[config.mk]
export PLATFORM = sky130hd
export DESIGN_NAME = sebw_top
export DESIGN_NICKNAME = d
export VERILOG_FILES = /design/src/sebw_pkg.sv /design/src/sebw_cyc_if.sv /design/src/sebw_bulk_engine.sv /design/src/sebw_top.sv
export SDC_FILE = /design/constraint.sdc
export NUM_CORES = 1
export LEC_CHECK = 0
export BUFFER_PORTS_ARGS = -buffer_cell sky130_fd_sc_hd__buf_2
export CORE_MARGIN = 2
export CORE_UTILIZATION = 60
export DETAILED_ROUTE_END_ITERATION = 6
export GPL_ROUTABILITY_DRIVEN = 0
export HOLD_SLACK_MARGIN = 0.15
export PLACE_DENSITY = 0.77
export REMOVE_ABC_BUFFERS = 1
export SLEW_MARGIN = 0
export SYNTH_ARGS = -nofsm -noshare
export SYNTH_HDL_FRONTEND = slang
export SYNTH_SLANG_ARGS = --single-unit
[constraint.sdc]
create_clock -name clk_i -period 3.74 [get_ports clk_i]
set_clock_uncertainty 0.15 [all_clocks]
set_input_delay 0.748 -clock clk_i [delete_from_list [all_inputs] [get_ports clk_i]]
set_output_delay 0.748 -clock clk_i [all_outputs]
set_load 0.1 [all_outputs]
[src/sebw_pkg.sv]
package sebw_pkg;
   localparam int unsigned ADDR_W        = 8;
   localparam int unsigned DATA_W        = 16;
   localparam int unsigned DEPTH         = 256;
   localparam logic [15:0] ERASED_WORD   = 16'hFFFF;
   localparam int unsigned CLK_PERIOD_NS = 100;
   localparam int unsigned PROG_TIME_NS  = 5_000_000;
   localparam int unsigned PROG_CYCLES   = PROG_TIME_NS / CLK_PERIOD_NS;
   localparam int unsigned PIN_N         = 4;
   localparam int unsigned PIN_CS        = 0;
   localparam int unsigned PIN_SCLK      = 1;
   localparam int unsigned PIN_SIN       = 2;
   localparam int unsigned PIN_WSEL      = 3;
   localparam logic [3:0]  PIN_RST       = 4'h8;
   localparam int unsigned SH_W          = 26;
   localparam logic [4:0]  HDR_LEN_X16   = 5'h0A;
   localparam logic [4:0]  HDR_LEN_X8    = 5'h0B;
   localparam logic [4:0]  DATA_LEN_X16  = 5'h10;
   localparam logic [4:0]  DATA_LEN_X8   = 5'h08;
   localparam logic [4:0]  FIELD_LEN     = 5'h04;
   localparam logic [1:0]  OP_BULK       = 2'h0;
   localparam logic [1:0]  SUB_DISABLE   = 2'h0;
   localparam logic [1:0]  SUB_WRITE_ALL = 2'h1;
   localparam logic [1:0]  SUB_ERASE_ALL = 2'h2;
   localparam logic [1:0]  SUB_ENABLE    = 2'h3;
   typedef enum logic [3:0] {
      ST_IDLE = 4'h1,
      ST_HDR  = 4'h2,
      ST_DATA = 4'h4,
      ST_DONE = 4'h8
   } sebw_state_e;
endpackage

[src/sebw_cyc_if.sv]
`timescale 1ns/100ps
interface sebw_cyc_if;
   logic                        start;
   logic                        erase;
   logic [sebw_pkg::DATA_W-1:0] data;
   logic                        busy;
   logic [sebw_pkg::ADDR_W-1:0] rd_addr;
   logic [sebw_pkg::DATA_W-1:0] rd_data;
   modport ctl (output start, erase, data, rd_addr, input busy, rd_data);
   modport eng (input start, erase, data, rd_addr, output busy, rd_data);
endinterface

[src/sebw_bulk_engine.sv]
`timescale 1ns/100ps
module sebw_bulk_engine #(
   parameter int unsigned PROG_CYCLES = sebw_pkg::PROG_CYCLES
) (
   input  wire logic clk_i,
   input  wire logic rst_b_i,
   sebw_cyc_if.eng   cyc
);
   localparam int unsigned CW = $clog2(PROG_CYCLES + 1);
   localparam logic [CW-1:0] LAST = CW'(PROG_CYCLES - 1);

   logic [sebw_pkg::DATA_W-1:0] mem_reg [sebw_pkg::DEPTH];
   logic [sebw_pkg::DATA_W-1:0] data_reg;
   logic [sebw_pkg::DATA_W-1:0] rd_data_reg;
   logic [CW-1:0]               cnt_reg;
   logic                        busy_reg;
   logic                        erase_reg;
   wire                         take = cyc.start & ~busy_reg;
   wire                         last = busy_reg & (cnt_reg == LAST);

   assign cyc.busy    = busy_reg;
   assign cyc.rd_data = rd_data_reg;

   // Counting runs on the system clock only, never on the serial clock.
   always_ff @(posedge clk_i or negedge rst_b_i) begin
      if (!rst_b_i) begin
         busy_reg  <= 1'b0;
         cnt_reg   <= '0;
         erase_reg <= 1'b0;
         data_reg  <= '0;
      end else if (take) begin
         busy_reg  <= 1'b1;
         cnt_reg   <= '0;
         erase_reg <= cyc.erase;
         data_reg  <= cyc.data;
      end else if (busy_reg) begin
         busy_reg  <= ~last;
         cnt_reg   <= last ? cnt_reg : cnt_reg + 1'b1;
      end
   end

   // Every word is overwritten outright, so no prior clear is needed.
   always_ff @(posedge clk_i or negedge rst_b_i) begin
      if (!rst_b_i) begin
         for (int i = 0; i < sebw_pkg::DEPTH; i++) begin
            mem_reg[i] <= sebw_pkg::ERASED_WORD;
         end
      end else if (last) begin
         for (int i = 0; i < sebw_pkg::DEPTH; i++) begin
            mem_reg[i] <= erase_reg ? sebw_pkg::ERASED_WORD
                                    : data_reg;
         end
      end
   end

   always_ff @(posedge clk_i or negedge rst_b_i) begin
      if (!rst_b_i) begin
         rd_data_reg <= sebw_pkg::ERASED_WORD;
      end else begin
         rd_data_reg <= mem_reg[cyc.rd_addr];
      end
   end
endmodule // sebw_bulk_engine

[src/sebw_top.sv]
`timescale 1ns/100ps
module sebw_top #(
   parameter int unsigned PROG_CYCLES = sebw_pkg::PROG_CYCLES
) (
   input  wire logic                        clk_i,
   input  wire logic                        rst_b_i,
   input  wire logic                        cs_i,
   input  wire logic                        serial_clock_i,
   input  wire logic                        serial_in_i,
   input  wire logic                        word_width_select_i,
   input  wire logic [sebw_pkg::ADDR_W-1:0] rd_addr_i,
   output logic                             dout_o,
   output logic                             dout_oe_b_o,
   output logic                             busy_o,
   output logic                             prog_enabled_o,
   output logic [sebw_pkg::DATA_W-1:0]      rd_data_o
);
   sebw_cyc_if cyc ();

   sebw_bulk_engine #(
      .PROG_CYCLES (PROG_CYCLES)
   ) u_engine (
      .clk_i   (clk_i),
      .rst_b_i (rst_b_i),
      .cyc     (cyc)
   );

   // Pin synchroniser: a change counts once the second and third stages agree.
   logic [sebw_pkg::PIN_N-1:0] s1_reg;
   logic [sebw_pkg::PIN_N-1:0] s2_reg;
   logic [sebw_pkg::PIN_N-1:0] s3_reg;
   logic [sebw_pkg::PIN_N-1:0] filt_reg;
   wire  [sebw_pkg::PIN_N-1:0] pins;
   wire  [sebw_pkg::PIN_N-1:0] agree;
   wire  [sebw_pkg::PIN_N-1:0] filt_next;

   assign pins  = {word_width_select_i, serial_in_i, serial_clock_i, cs_i};
   assign agree = ~(s2_reg ^ s3_reg);
   assign filt_next = (agree & s3_reg) | (~agree & filt_reg);

   always_ff @(posedge clk_i or negedge rst_b_i) begin
      if (!rst_b_i) begin
         s1_reg   <= sebw_pkg::PIN_RST;
         s2_reg   <= sebw_pkg::PIN_RST;
         s3_reg   <= sebw_pkg::PIN_RST;
         filt_reg <= sebw_pkg::PIN_RST;
      end else begin
         s1_reg   <= pins;
         s2_reg   <= s1_reg;
         s3_reg   <= s2_reg;
         filt_reg <= filt_next;
      end
   end

   wire cs_hi     = filt_next[sebw_pkg::PIN_CS];
   wire cs_fall   = filt_reg[sebw_pkg::PIN_CS] & ~cs_hi;
   wire sclk_rise = filt_next[sebw_pkg::PIN_SCLK] &
                    ~filt_reg[sebw_pkg::PIN_SCLK];
   wire sin_bit   = filt_next[sebw_pkg::PIN_SIN];
   wire word_mode = filt_reg[sebw_pkg::PIN_WSEL];
   wire busy      = cyc.busy;

   // Picks opcode and the two leading address bits out of the header.
   function automatic logic [3:0] head_field(
      input logic [sebw_pkg::SH_W-1:0] sh,
      input logic [4:0]                hdr_len);
      logic [sebw_pkg::SH_W-1:0] shifted;
      shifted = sh >> (hdr_len - sebw_pkg::FIELD_LEN);
      return shifted[3:0];
   endfunction

   sebw_pkg::sebw_state_e      state_reg;
   sebw_pkg::sebw_state_e      state_next;
   logic [sebw_pkg::SH_W-1:0]  sh_reg;
   logic [4:0]                 cnt_reg;
   logic                       enable_reg;
   logic                       enable_next;
   logic                       pend_erase_reg;
   logic                       pend_write_reg;
   logic                       pend_erase_next;
   logic                       pend_write_next;
   logic                       start_reg;
   logic                       status_reg;
   logic                       dout_reg;
   logic                       dout_oe_b_reg;
   logic [sebw_pkg::DATA_W-1:0] data_reg;

   wire [4:0] hdr_len  = word_mode ? sebw_pkg::HDR_LEN_X16
                                   : sebw_pkg::HDR_LEN_X8;
   wire [4:0] data_len = word_mode ? sebw_pkg::DATA_LEN_X16
                                   : sebw_pkg::DATA_LEN_X8;
   wire [4:0] full_len = 5'(hdr_len + data_len);
   wire       shifting = sclk_rise & cs_hi & ~busy;
   wire       shift_en = shifting &
                         (state_reg == sebw_pkg::ST_HDR ||
                          state_reg == sebw_pkg::ST_DATA);
   wire       start_bit = shifting & sin_bit &
                          (state_reg == sebw_pkg::ST_IDLE);
   wire [sebw_pkg::SH_W-1:0] sh_next = {sh_reg[sebw_pkg::SH_W-2:0], sin_bit};
   wire [4:0] cnt_next = cnt_reg + 5'h01;
   wire       hdr_done = shift_en & (state_reg == sebw_pkg::ST_HDR) &
                         (cnt_next == hdr_len);
   wire       data_done = shift_en & (state_reg == sebw_pkg::ST_DATA) &
                          (cnt_next == full_len);
   wire [3:0] fld = head_field(sh_next, hdr_len);
   wire       is_bulk = fld[3:2] == sebw_pkg::OP_BULK;
   wire [1:0] sub = fld[1:0];
   wire [sebw_pkg::DATA_W-1:0] word_in = word_mode ? sh_next[15:0]
                                                   : {2{sh_next[7:0]}};
   wire       launch = cs_fall & enable_reg & ~busy &
                       (pend_erase_reg | pend_write_reg);

   always_comb begin
      state_next      = state_reg;
      enable_next     = enable_reg;
      pend_erase_next = pend_erase_reg;
      pend_write_next = pend_write_reg;
      case (state_reg)
         sebw_pkg::ST_IDLE: begin
            if (start_bit) begin
               state_next = sebw_pkg::ST_HDR;
            end
         end
         sebw_pkg::ST_HDR: begin
            if (hdr_done) begin
               state_next = sebw_pkg::ST_DONE;
               if (is_bulk && sub == sebw_pkg::SUB_ENABLE) begin
                  enable_next = 1'b1;
               end
               if (is_bulk && sub == sebw_pkg::SUB_DISABLE) begin
                  enable_next = 1'b0;
               end
               if (is_bulk && sub == sebw_pkg::SUB_ERASE_ALL) begin
                  pend_erase_next = 1'b1;
               end
               if (is_bulk && sub == sebw_pkg::SUB_WRITE_ALL) begin
                  state_next = sebw_pkg::ST_DATA;
               end
            end
         end
         sebw_pkg::ST_DATA: begin
            if (data_done) begin
               state_next      = sebw_pkg::ST_DONE;
               pend_write_next = 1'b1;
            end
         end
         sebw_pkg::ST_DONE: begin
            state_next = sebw_pkg::ST_DONE;
         end
         default: begin
            state_next = sebw_pkg::ST_IDLE;
         end
      endcase
      if (cs_fall) begin
         state_next      = sebw_pkg::ST_IDLE;
         pend_erase_next = 1'b0;
         pend_write_next = 1'b0;
      end
   end

   always_ff @(posedge clk_i or negedge rst_b_i) begin
      if (!rst_b_i) begin
         state_reg      <= sebw_pkg::ST_IDLE;
         enable_reg     <= 1'b0;
         pend_erase_reg <= 1'b0;
         pend_write_reg <= 1'b0;
      end else begin
         state_reg      <= state_next;
         enable_reg     <= enable_next;
         pend_erase_reg <= pend_erase_next;
         pend_write_reg <= pend_write_next;
      end
   end

   always_ff @(posedge clk_i or negedge rst_b_i) begin
      if (!rst_b_i) begin
         sh_reg   <= '0;
         cnt_reg  <= '0;
         data_reg <= '0;
      end else begin
         sh_reg   <= start_bit ? '0 : (shift_en ? sh_next : sh_reg);
         cnt_reg  <= start_bit ? '0 : (shift_en ? cnt_next : cnt_reg);
         data_reg <= data_done ? word_in : data_reg;
      end
   end

   // The launch pulse is one cycle; the engine holds the cycle itself.
   always_ff @(posedge clk_i or negedge rst_b_i) begin
      if (!rst_b_i) begin
         start_reg <= 1'b0;
         cyc.erase <= 1'b0;
      end else begin
         start_reg <= launch;
         cyc.erase <= launch ? pend_erase_reg : cyc.erase;
      end
   end

   assign cyc.start   = start_reg;
   assign cyc.data    = data_reg;
   assign cyc.rd_addr = rd_addr_i;

   // Status shows from launch until a one is clocked in while ready.
   always_ff @(posedge clk_i or negedge rst_b_i) begin
      if (!rst_b_i) begin
         status_reg    <= 1'b0;
         dout_reg      <= 1'b1;
         dout_oe_b_reg <= 1'b1;
      end else begin
         status_reg    <= start_reg | (status_reg & ~start_bit);
         dout_reg      <= ~busy;
         dout_oe_b_reg <= ~(filt_reg[sebw_pkg::PIN_CS] & status_reg);
      end
   end

   assign dout_o         = dout_reg;
   assign dout_oe_b_o    = dout_oe_b_reg;
   assign busy_o         = busy;
   assign prog_enabled_o = enable_reg;
   assign rd_data_o      = cyc.rd_data;
endmodule // sebw_top

==> impl_metrics.tcl, run 1 <==
set metrics [dict create \
    grt-ovfl-total 0 \
    worst_ep_required_time_ns 3.99 \
    crit_arrival_ns 2.69 \
    grt_pass1_wl_microns 16600 \
    holdBufCountCts 0 \
    grt_max_degree 67 \
    synthSimpleGateAreaFrac_pct 17.7 \
    drv_slew 0 \
    synth_compound_area_share_pct 8.95 \
    switching_share_pct 21.9 \
    p_switching_w 0.000699 \
    synth_mux_area_share_pct 6.60 \
    die_x_microns 99.1 \
    power_frac_seq_pct 45.0 \
    critPathSlowestCell "or4b_1" \
    cts_tree "done" \
    rsz0062_at_grt "no" \
    start_util_pct 62.2 \
    r2r_slack_ns 1.30 \
    clock_power_share_pct 53.3 \
    drv_cap 0 \
    irDropWorstVdd_v 0.000329 \
    endpoint_kind "flip-flop" \
    grt_usage_pct 21.4 \
    dp_slack_ns 1.35 \
    port_buffers 25 \
    root_buffer "clkbuf_8" \
    boundaryPins 34 \
    power_density_mw_per_mm2 513 \
    relSlewSlack_pct 42.2 \
    ant_nets 0 \
    synth_top_family_by_area "simple AND/OR/NAND/NOR gates" \
    layout-drive-gt1-share_pct 25.1 \
    path_class "reg2reg" \
    htreeDepth 4 \
    ys_seq_elements 130 \
    post-route-period-util_pct 65.1 \
    yosysWarnings 0 \
    wl_per_cell_microns 15.0 \
    die_y_microns 99.1 \
    start_kind "flip-flop" \
    synth_area_leaders "dfrtp_1, dfstp_2, nand2_1" \
    synth_cells 496 \
    synthDistinctLibCells 59 \
    synth-xor-area-share_pct 2.10 \
    core_area_sq_mm 0.00872 \
    path_max_fanout 32 \
    fillers 594 \
    syn_to_final_growth_pct 14.8 \
    combPwrFrac_pct 1.7 \
    remaining_drc_errors 0 \
    worstPathCellList "or4b_1 > nor4_1 > nand2_1 > nand2_1 > o21ai_0" \
    yosysTopAreaCellShare_pct 42.0 \
    critPathLaunch "u_engine.cnt_reg[7]" \
    grt_pass1_vias 3504 \
    worst_pin_slew_ns 0.866 \
    ff2ff_path_depth 5 \
    r2r_end "u_engine.mem_reg[3755]" \
    crit_path_max_incr_delay_ns 0.59 \
    status "finished, final reports clean" \
    syn_area_sq_mm 0.00542 \
    worst_path_most_repeated_cell "nand2_1" \
    clk_latency_ns 0.52 \
    vias 3593 \
    antenna_found_initial 0 \
    cts.clk_slew.worst_paths_ns 0.06 \
    rows 34 \
    finalHoldViolCount 0 \
    num_antenna_cells 0 \
    yosysSeqAreaShare_pct 60.9 \
    post_cts_buffers 0 \
    setup_tns_ns 0 \
    finalWorstSetupSlack_ns 1.30 \
    place_hpwl_microns 5740 \
    r2r-start "u_engine.cnt_reg[7]" \
    finalSetupViolCount 0 \
    syn_avg_cell_area_sq_um 10.9 \
    dieArea_sq_mm 0.00981 \
    synth_largest_area_cell "dfrtp_1" \
    vias_per_cell 5.63 \
    synth_edf_count 0 \
    wirelength_microns 9580 \
    fmax_mhz 411 \
    cts_resized 0 \
    drt_iter0_markers 308 \
    cts_buffers 17 \
    intPower_w 0.00249 \
    hp-class "in2async" \
    final_nets 533 \
    ys_async_sr_fraction_pct 100 \
    clockBufferDepth 2 \
    synth-adder-area-share_pct 1.20 \
    drt_first_pass_iters 4 \
    ys.flop_type "dfrtp_1" \
    p_leak_nw 2.89 \
    crit_path_end "u_engine.mem_reg[3755]" \
    cts.sinks 130 \
    period_minus_slack_ns 2.44 \
]
[worst min path at each step]
stage | slack (ns) | startpoint | to | cells past startpoint
2_1_floorplan | 0.18 | s1_reg[0] | s2_reg[0] | 0
3_5_place_dp | 0.18 | s1_reg[2] | s2_reg[2] | 0
4_1_cts | 0.16 | word_width_select_i | s1_reg[3] | 1
6_report | 0.17 | rst_b_i | u_engine.cyc.busy | 1
3_3_place_gp | 0.18 | s1_reg[2] | s2_reg[2] | 0
5_1_grt | 0.16 | word_width_select_i | s1_reg[3] | 1
[synth_stat cells (6+ instances only)]
cell type,number
o21ai_0,34
a21oi_1,20
dfstp_2,39
dfrtp_1,91
nand2_1,122
and3_1,6
mux2_4,9
xor2_1,8
nor2_1,33
nand3_1,13
clkbuf_1,16
mux2_2,18
[power groups by stage]
stage | clock network [W] | logic [W] | registers [W]
2_1_floorplan | 0 | 0.0000201 | 0.00146
3_3_place_gp | 0 | 0.0000553 | 0.00146
3_5_place_dp | 0 | 0.0000569 | 0.00146
4_1_cts | 0.00173 | 0.0000577 | 0.00144
5_1_grt | 0.00179 | 0.0000643 | 0.00144
6_report | 0.00170 | 0.0000552 | 0.00144
[stage by stage]
step | util, % | cells | instance area (sq um) | power, W | hold WS [ns]
CTS | 71.4 | 638 | 6230 | 0.00322 | 0.158
global placement | 64.2 | 606 | 5600 | 0.00151 | 0.182
detailed placement | 64.2 | 606 | 5600 | 0.00152 | 0.185
finish | 71.4 | 638 | 6230 | 0.00319 | 0.170
floorplan | - | 470 | 5300 | 0.00148 | 0.181
global route | 71.4 | 638 | 6230 | 0.00329 | 0.159
[critical path: cells and delay by family (launching register included)]
| kind | cells | cell delay [ns] |
|---|---|---|
| AO/OA/AOI/OAI | 1 | 0.11 |
| flip-flops | 1 | 0.41 |
| AND/OR/NAND/NOR | 4 | 1.63 |
[kinds of logic after synthesis]
group | after synthesis
and+or+nand+nor | 208
adders and majority gates | 6
DFF | 130
AOI/OAI and AO/OA | 79
muxes | 29
xor gates and xnor gates | 13
buffers and inverters | 31
[routing by layer]
layer  vias up  GRT usage [%]  part of all wire (%)  wire (microns)
met5         -              0                     0               0
met4         0           9.17                   1.2             119
met3        13           5.04                   3.0             285
met2        61           34.5                    48            4620
met1      1782           28.0                    48            4550
li1       1737              -                     -               -
[layout by cell type (no fill, tap or decap), drive strengths merged, types with 3 or more instances in the layout]
| master | netlist | routed |
|---|---|---|
| nand2 | 122 | 122 |
| dfrtp | 91 | 91 |
| dfstp | 39 | 39 |
| o21ai | 34 | 34 |
| nor2 | 34 | 34 |
| buf | 10 | 28 |
| mux2 | 27 | 27 |
| a21oi | 20 | 20 |
| clkbuf | 16 | 19 |
| nand3 | 15 | 15 |
| inv | 5 | 13 |
| xor2 | 8 | 8 |
| and3 | 6 | 6 |
| nand4 | 5 | 5 |
| xnor2 | 5 | 5 |
| maj3 | 4 | 4 |
| and2 | 4 | 4 |
| o211ai | 3 | 3 |
| or3 | 3 | 3 |
| o211a | 3 | 3 |
| nor4b | 3 | 3 |
[final cells by class]
cell class                 count  area [sq um]  area share (%)
inverter                       5          18.8           0.301
timing repair buffer          28           163            2.61
clock buffer                  19           464            7.46
multi-input combinational    335          1980            31.8
tap                          108           135            2.17
clock inverter                13           161            2.59
sequential                   130          3300            53.0
Power figures use the tool's default switching activity.
==> run 2, diff against run 1 <==
- clock period: 3.74 -> 2.5 ns (I/O delays scaled with it)
==> run 2 against run 1 <==
Against the previous run: first-iteration DRC count decreased by 21%; critical path depth increased by 1; fmax increased by 3.9%; core utilization increased by 1.6 points; power increased by 49%; setup slack got worse by 1.1 ns; sequential power increased by 49%; combinational power increased by 90%; die area unchanged; non-clock buffer count increased by 16.
==> impl_metrics.tcl, run 2 (same netlist as run 1, synthesis figures left out) <==
set metrics [dict create \
    remaining_drc_errors 0 \
    clk_latency_ns 0.52 \
    r2r_slack_ns 0.16 \
    drt_first_pass_iters 5 \
    worstHoldStart "s1_reg[1]" \
    path_class "reg2reg" \
    placed_area_sq_mm 0.00570 \
    vias_per_cell 5.69 \
    final_nets 549 \
    drt_iter0_markers 243 \
    p_leak_nw 2.97 \
    drv_slew 0 \
    drv_cap 0 \
    hold_depth 0 \
    min_to "s2_reg[1]" \
    die_y_microns 99.1 \
    port_buffers 25 \
    worst_ep_required_time_ns 2.75 \
    worst_pin_slew_ns 0.843 \
    core_area_sq_mm 0.00872 \
    hp-class "reg2reg" \
    htreeDepth 4 \
    endpoint_kind "flip-flop" \
    cts_buffers 17 \
    root_buffer "clkbuf_8" \
    irDropWorstVdd_v 0.000495 \
    path_max_fanout 5 \
    wirelength_microns 10200 \
    vias 3723 \
    multiInputGateArea_sq_mm 0.00199 \
    relSlewSlack_pct 43.7 \
    period_minus_slack_ns 2.34 \
    post_cts_buffers 0 \
    layout-drive-gt1-share_pct 26.7 \
    dieArea_sq_mm 0.00981 \
    final_area_sq_mm 0.00636 \
    num_antenna_cells 0 \
    wl_per_cell_microns 15.6 \
    final_common_cell "nand2_1" \
    syn_to_final_growth_pct 17.4 \
    grt_pass1_vias 3753 \
    cts.sinks 130 \
    ff2ff_path_depth 6 \
    r2r_end "prog_enabled_o" \
    start_kind "flip-flop" \
    rsz0062_at_grt "no" \
    finalHoldViolCount 0 \
    power_density_mw_per_mm2 745 \
    status "finished, final reports clean" \
    grt_usage_pct 22.5 \
    fmax_mhz 427 \
    grt-ovfl-total 0 \
    fillers 589 \
    die_x_microns 99.1 \
    grt_pass1_wl_microns 17600 \
    boundaryPins 34 \
    finalSetupViolCount 0 \
    antenna_found_initial 0 \
    final_cell_mix "nand2_1, dfrtp_1, dfstp_2" \
    ant_nets 0 \
    place_hpwl_microns 6190 \
    crit_arrival_ns 2.60 \
    cts.clk_slew.worst_paths_ns 0.06 \
    register_area_sq_mm 0.00330 \
    rows 34 \
    holdWs_ns 0.204 \
    grt_max_degree 56 \
    place_inst 617 \
    clockBufferDepth 2 \
    layout.cells.non_filler 654 \
    cts_tree "done" \
    start_util_pct 62.2 \
    r2r-start "cnt_reg[0]" \
    post-route-period-util_pct 93.8 \
]
==> run 2: final cells by class <==
type | instances | area share [%]
clock buffer | 19 | 7.30
timing repair buffer | 44 | 4.84
tap | 108 | 2.12
multi-input combinational | 335 | 31.3
sequential | 130 | 51.9
inverter | 5 | 0.295
clock inverter | 13 | 2.28
==> run 2: stage by stage <==
stage               setup TNS [ns]  util, %  setup slack, ns  total power, W
CTS                              0     72.9            0.108         0.00477
finish                           0     73.0            0.156         0.00474
global placement                 0     65.3            0.252         0.00227
detailed placement               0     65.3            0.143         0.00228
floorplan                    -7.28        -           -0.556         0.00221
global route                     0     73.0           0.0155         0.00488
==> run 2: worst max-delay path, cell delays in order, from the launching register on <==
cell	delay [ns]
dfrtp_1	0.45
ha_1	0.30
xnor2_1	0.22
nand3_2	0.16
or2_1	0.30
o41a_1	0.45
o22a_1	0.21
==> run 2: worst max path at each step <==
stage / from / endpoint / slack (ns)
3_3_place_gp: u_engine.cnt_reg[4] / u_engine.cnt_reg[5] / 0.25
3_5_place_dp: u_engine.cnt_reg[4] / u_engine.cnt_reg[10] / 0.14
4_1_cts: u_engine.cnt_reg[4] / u_engine.cnt_reg[10] / 0.11
5_1_grt: cnt_reg[0] / prog_enabled_o / 0.02
2_1_floorplan: u_engine.cyc.busy / prog_enabled_o / -0.56
6_report: cnt_reg[0] / prog_enabled_o / 0.16
==> run 2: routing by layer <==
layer	track usage (%)	up-vias	wire length (microns)	share of wire [%]
li1	-	1768	-	-
met1	30.3	1839	4590	45
met2	35.9	100	4950	49
met3	5.18	16	455	4.5
met4	9.17	0	196	1.9
met5	0	-	0	0
==> run 2: report_power, final <==
group / internal, W / switching (W) / leakage [nW]
sequential: 0.00213 / 0.0000113 / 1.65
combinational: 0.0000355 / 0.0000694 / 1.02
clock: 0.00155 / 0.000945 / 0.300
==> run 2: repair_timing <==
item,4_1_cts,5_1_grt
hold buffers,5,0
endpoints found under the setup margin,0,4
resized for setup,0,2
endpoints found under the hold margin,44,0
==> run 3, diff against run 2 <==
- RECOVER_POWER: not set -> 50
==> run 3 against run 2 <==
Against the previous run: sequential power hardly changed; fmax up 0.11%; clock power about the same; via count grew 0.89%; worst hold slack is essentially flat; largest cell class unchanged; highest routed layer unchanged.
==> impl_metrics.tcl, run 3 (same netlist as run 1, synthesis figures left out) <==
set metrics [dict create \
    post_cts_buffers 0 \
    finalHoldViolCount 0 \
    antenna_found_initial 0 \
    cts.clk_slew.worst_paths_ns 0.06 \
    grt_max_degree 56 \
    grt_pass1_vias 3753 \
    crit_path_max_incr_delay_ns 0.45 \
    endpoint_kind "flip-flop" \
    period_minus_slack_ns 2.34 \
    rsz0062_at_grt "no" \
    start_kind "flip-flop" \
    hp-class "reg2reg" \
    worst_pin_slew_ns 0.841 \
    core_area_sq_mm 0.00872 \
    root_buffer "clkbuf_8" \
    vias 3756 \
    die_y_microns 99.1 \
    status "finished, final reports clean" \
    r2r-start "cnt_reg[0]" \
    path_buf_inv 0 \
    rows 34 \
    port_buffers 25 \
    place_inst 617 \
    clk_latency_ns 0.51 \
    grt_usage_pct 22.5 \
    path_class "reg2reg" \
    cts.sinks 130 \
    cts_buffers 17 \
    post-route-period-util_pct 93.6 \
    dp_slack_ns 0.143 \
    layout.cells.non_filler 654 \
    syn_to_final_growth_pct 16.8 \
    vias_per_cell 5.74 \
    irDropWorstVdd_v 0.000492 \
    grt-ovfl-total 0 \
    final_common_cell "nand2_1" \
    p_leak_nw 2.95 \
    htreeDepth 4 \
    finalSetupViolCount 0 \
    die_x_microns 99.1 \
    worstHoldStart "s1_reg[1]" \
    fmax_mhz 427 \
    drv_slew 0 \
    finalWorstSetupSlack_ns 0.159 \
    final_cell_mix "nand2_1, dfrtp_1, o21ai_0" \
    drv_cap 0 \
    ant_nets 0 \
    drt_iter0_markers 250 \
    dieArea_sq_mm 0.00981 \
    crit_arrival_ns 2.59 \
    setup_tns_ns 0 \
    layout-drive-gt1-share_pct 24.2 \
    utilization_pct 72.6 \
    worstPathCellList "ha_1 > xnor2_1 > nand3_2 > or2_1 > o41a_1 > o22a_1" \
    num_antenna_cells 0 \
    wirelength_microns 10200 \
    grt_pass1_wl_microns 17600 \
    power_density_mw_per_mm2 746 \
    critPathSlowestCell "dfrtp_1" \
    wl_per_cell_microns 15.6 \
    start_util_pct 62.2 \
    path_delay_family "compound AO/OA/AOI/OAI gates" \
    path_max_fanout 5 \
    final_nets 549 \
    cts_tree "done" \
    clockBufferDepth 2 \
    place_hpwl_microns 6190 \
    drt_first_pass_iters 6 \
    boundaryPins 34 \
    relSlewSlack_pct 43.8 \
    remaining_drc_errors 0 \
    critPathLaunch "cnt_reg[0]" \
    worst_ep_required_time_ns 2.75 \
]
## run 3: cell types whose count changed in the layout (fill, tap and decap cells not counted)
| cell | before | now |
|---|---|---|
| clkbuf_1 | 0 | 3 |
| dfstp_1 | 0 | 11 |
| clkbuf_4 | 0 | 1 |
| buf_4 | 13 | 8 |
| clkbuf_2 | 0 | 2 |
| buf_12 | 2 | 1 |
| dfstp_2 | 39 | 28 |
## run 3: metrics by stage
stage	area [sq um]	power, W	hold WS [ns]
2_1_floorplan	5300	0.00221	0.0544
3_3_place_gp	5700	0.00227	0.183
3_5_place_dp	5700	0.00228	0.193
4_1_cts	6350	0.00477	0.206
5_1_grt	6330	0.00488	0.209
6_report	6330	0.00473	0.204
## run 3: power by group
part | switching [W] | internal (W)
logic | 0.0000686 | 0.0000307
registers | 0.0000112 | 0.00213
clock network | 0.000939 | 0.00155
## run 3: final timing paths
| check | slack [ns] | end | cells past startpoint |
|---|---|---|---|
| max | 0.16 | prog_enabled_o | 6 |
| min | 0.20 | s2_reg[1] | 0 |
| max reg2reg | 0.16 | prog_enabled_o | 6 |
| min reg2reg | 0.20 | s2_reg[1] | 0 |
| max in group asynchronous | 0.45 | sh_reg[12] | 3 |
| min in group asynchronous | 0.44 | u_engine.cnt_reg[10] | 2 |
## run 3: cell type report
| type | instances | area (sq um) |
|---|---|---|
| Clock buffer | 19 | 464 |
| Fill cell | 598 | 2390 |
| Multi-Input combinational cell | 335 | 1990 |
| Timing Repair Buffer | 44 | 279 |
| Inverter | 5 | 18.8 |
| Clock inverter | 13 | 145 |
| Sequential cell | 130 | 3300 |
| Tap cell | 108 | 135 |
## run 3: what timing repair did
item,in CTS,in global routing
gates resized for setup,0,2
setup endpoints to repair,0,4
endpoints found under the hold margin,44,0
hold buffers,5,0
## run 3: metal layers
| metal | track usage (%) | share of wire (%) | routed length, microns | vias up |
|---|---|---|---|---|
| met2 | 35.9 | 49 | 4990 | 124 |
| met3 | 5.18 | 5.2 | 529 | 16 |
| met1 | 30.3 | 44 | 4510 | 1847 |
| met4 | 9.17 | 1.5 | 157 | 0 |
| li1 | - | - | - | 1769 |
| met5 | 0 | 0 | 0 | - |
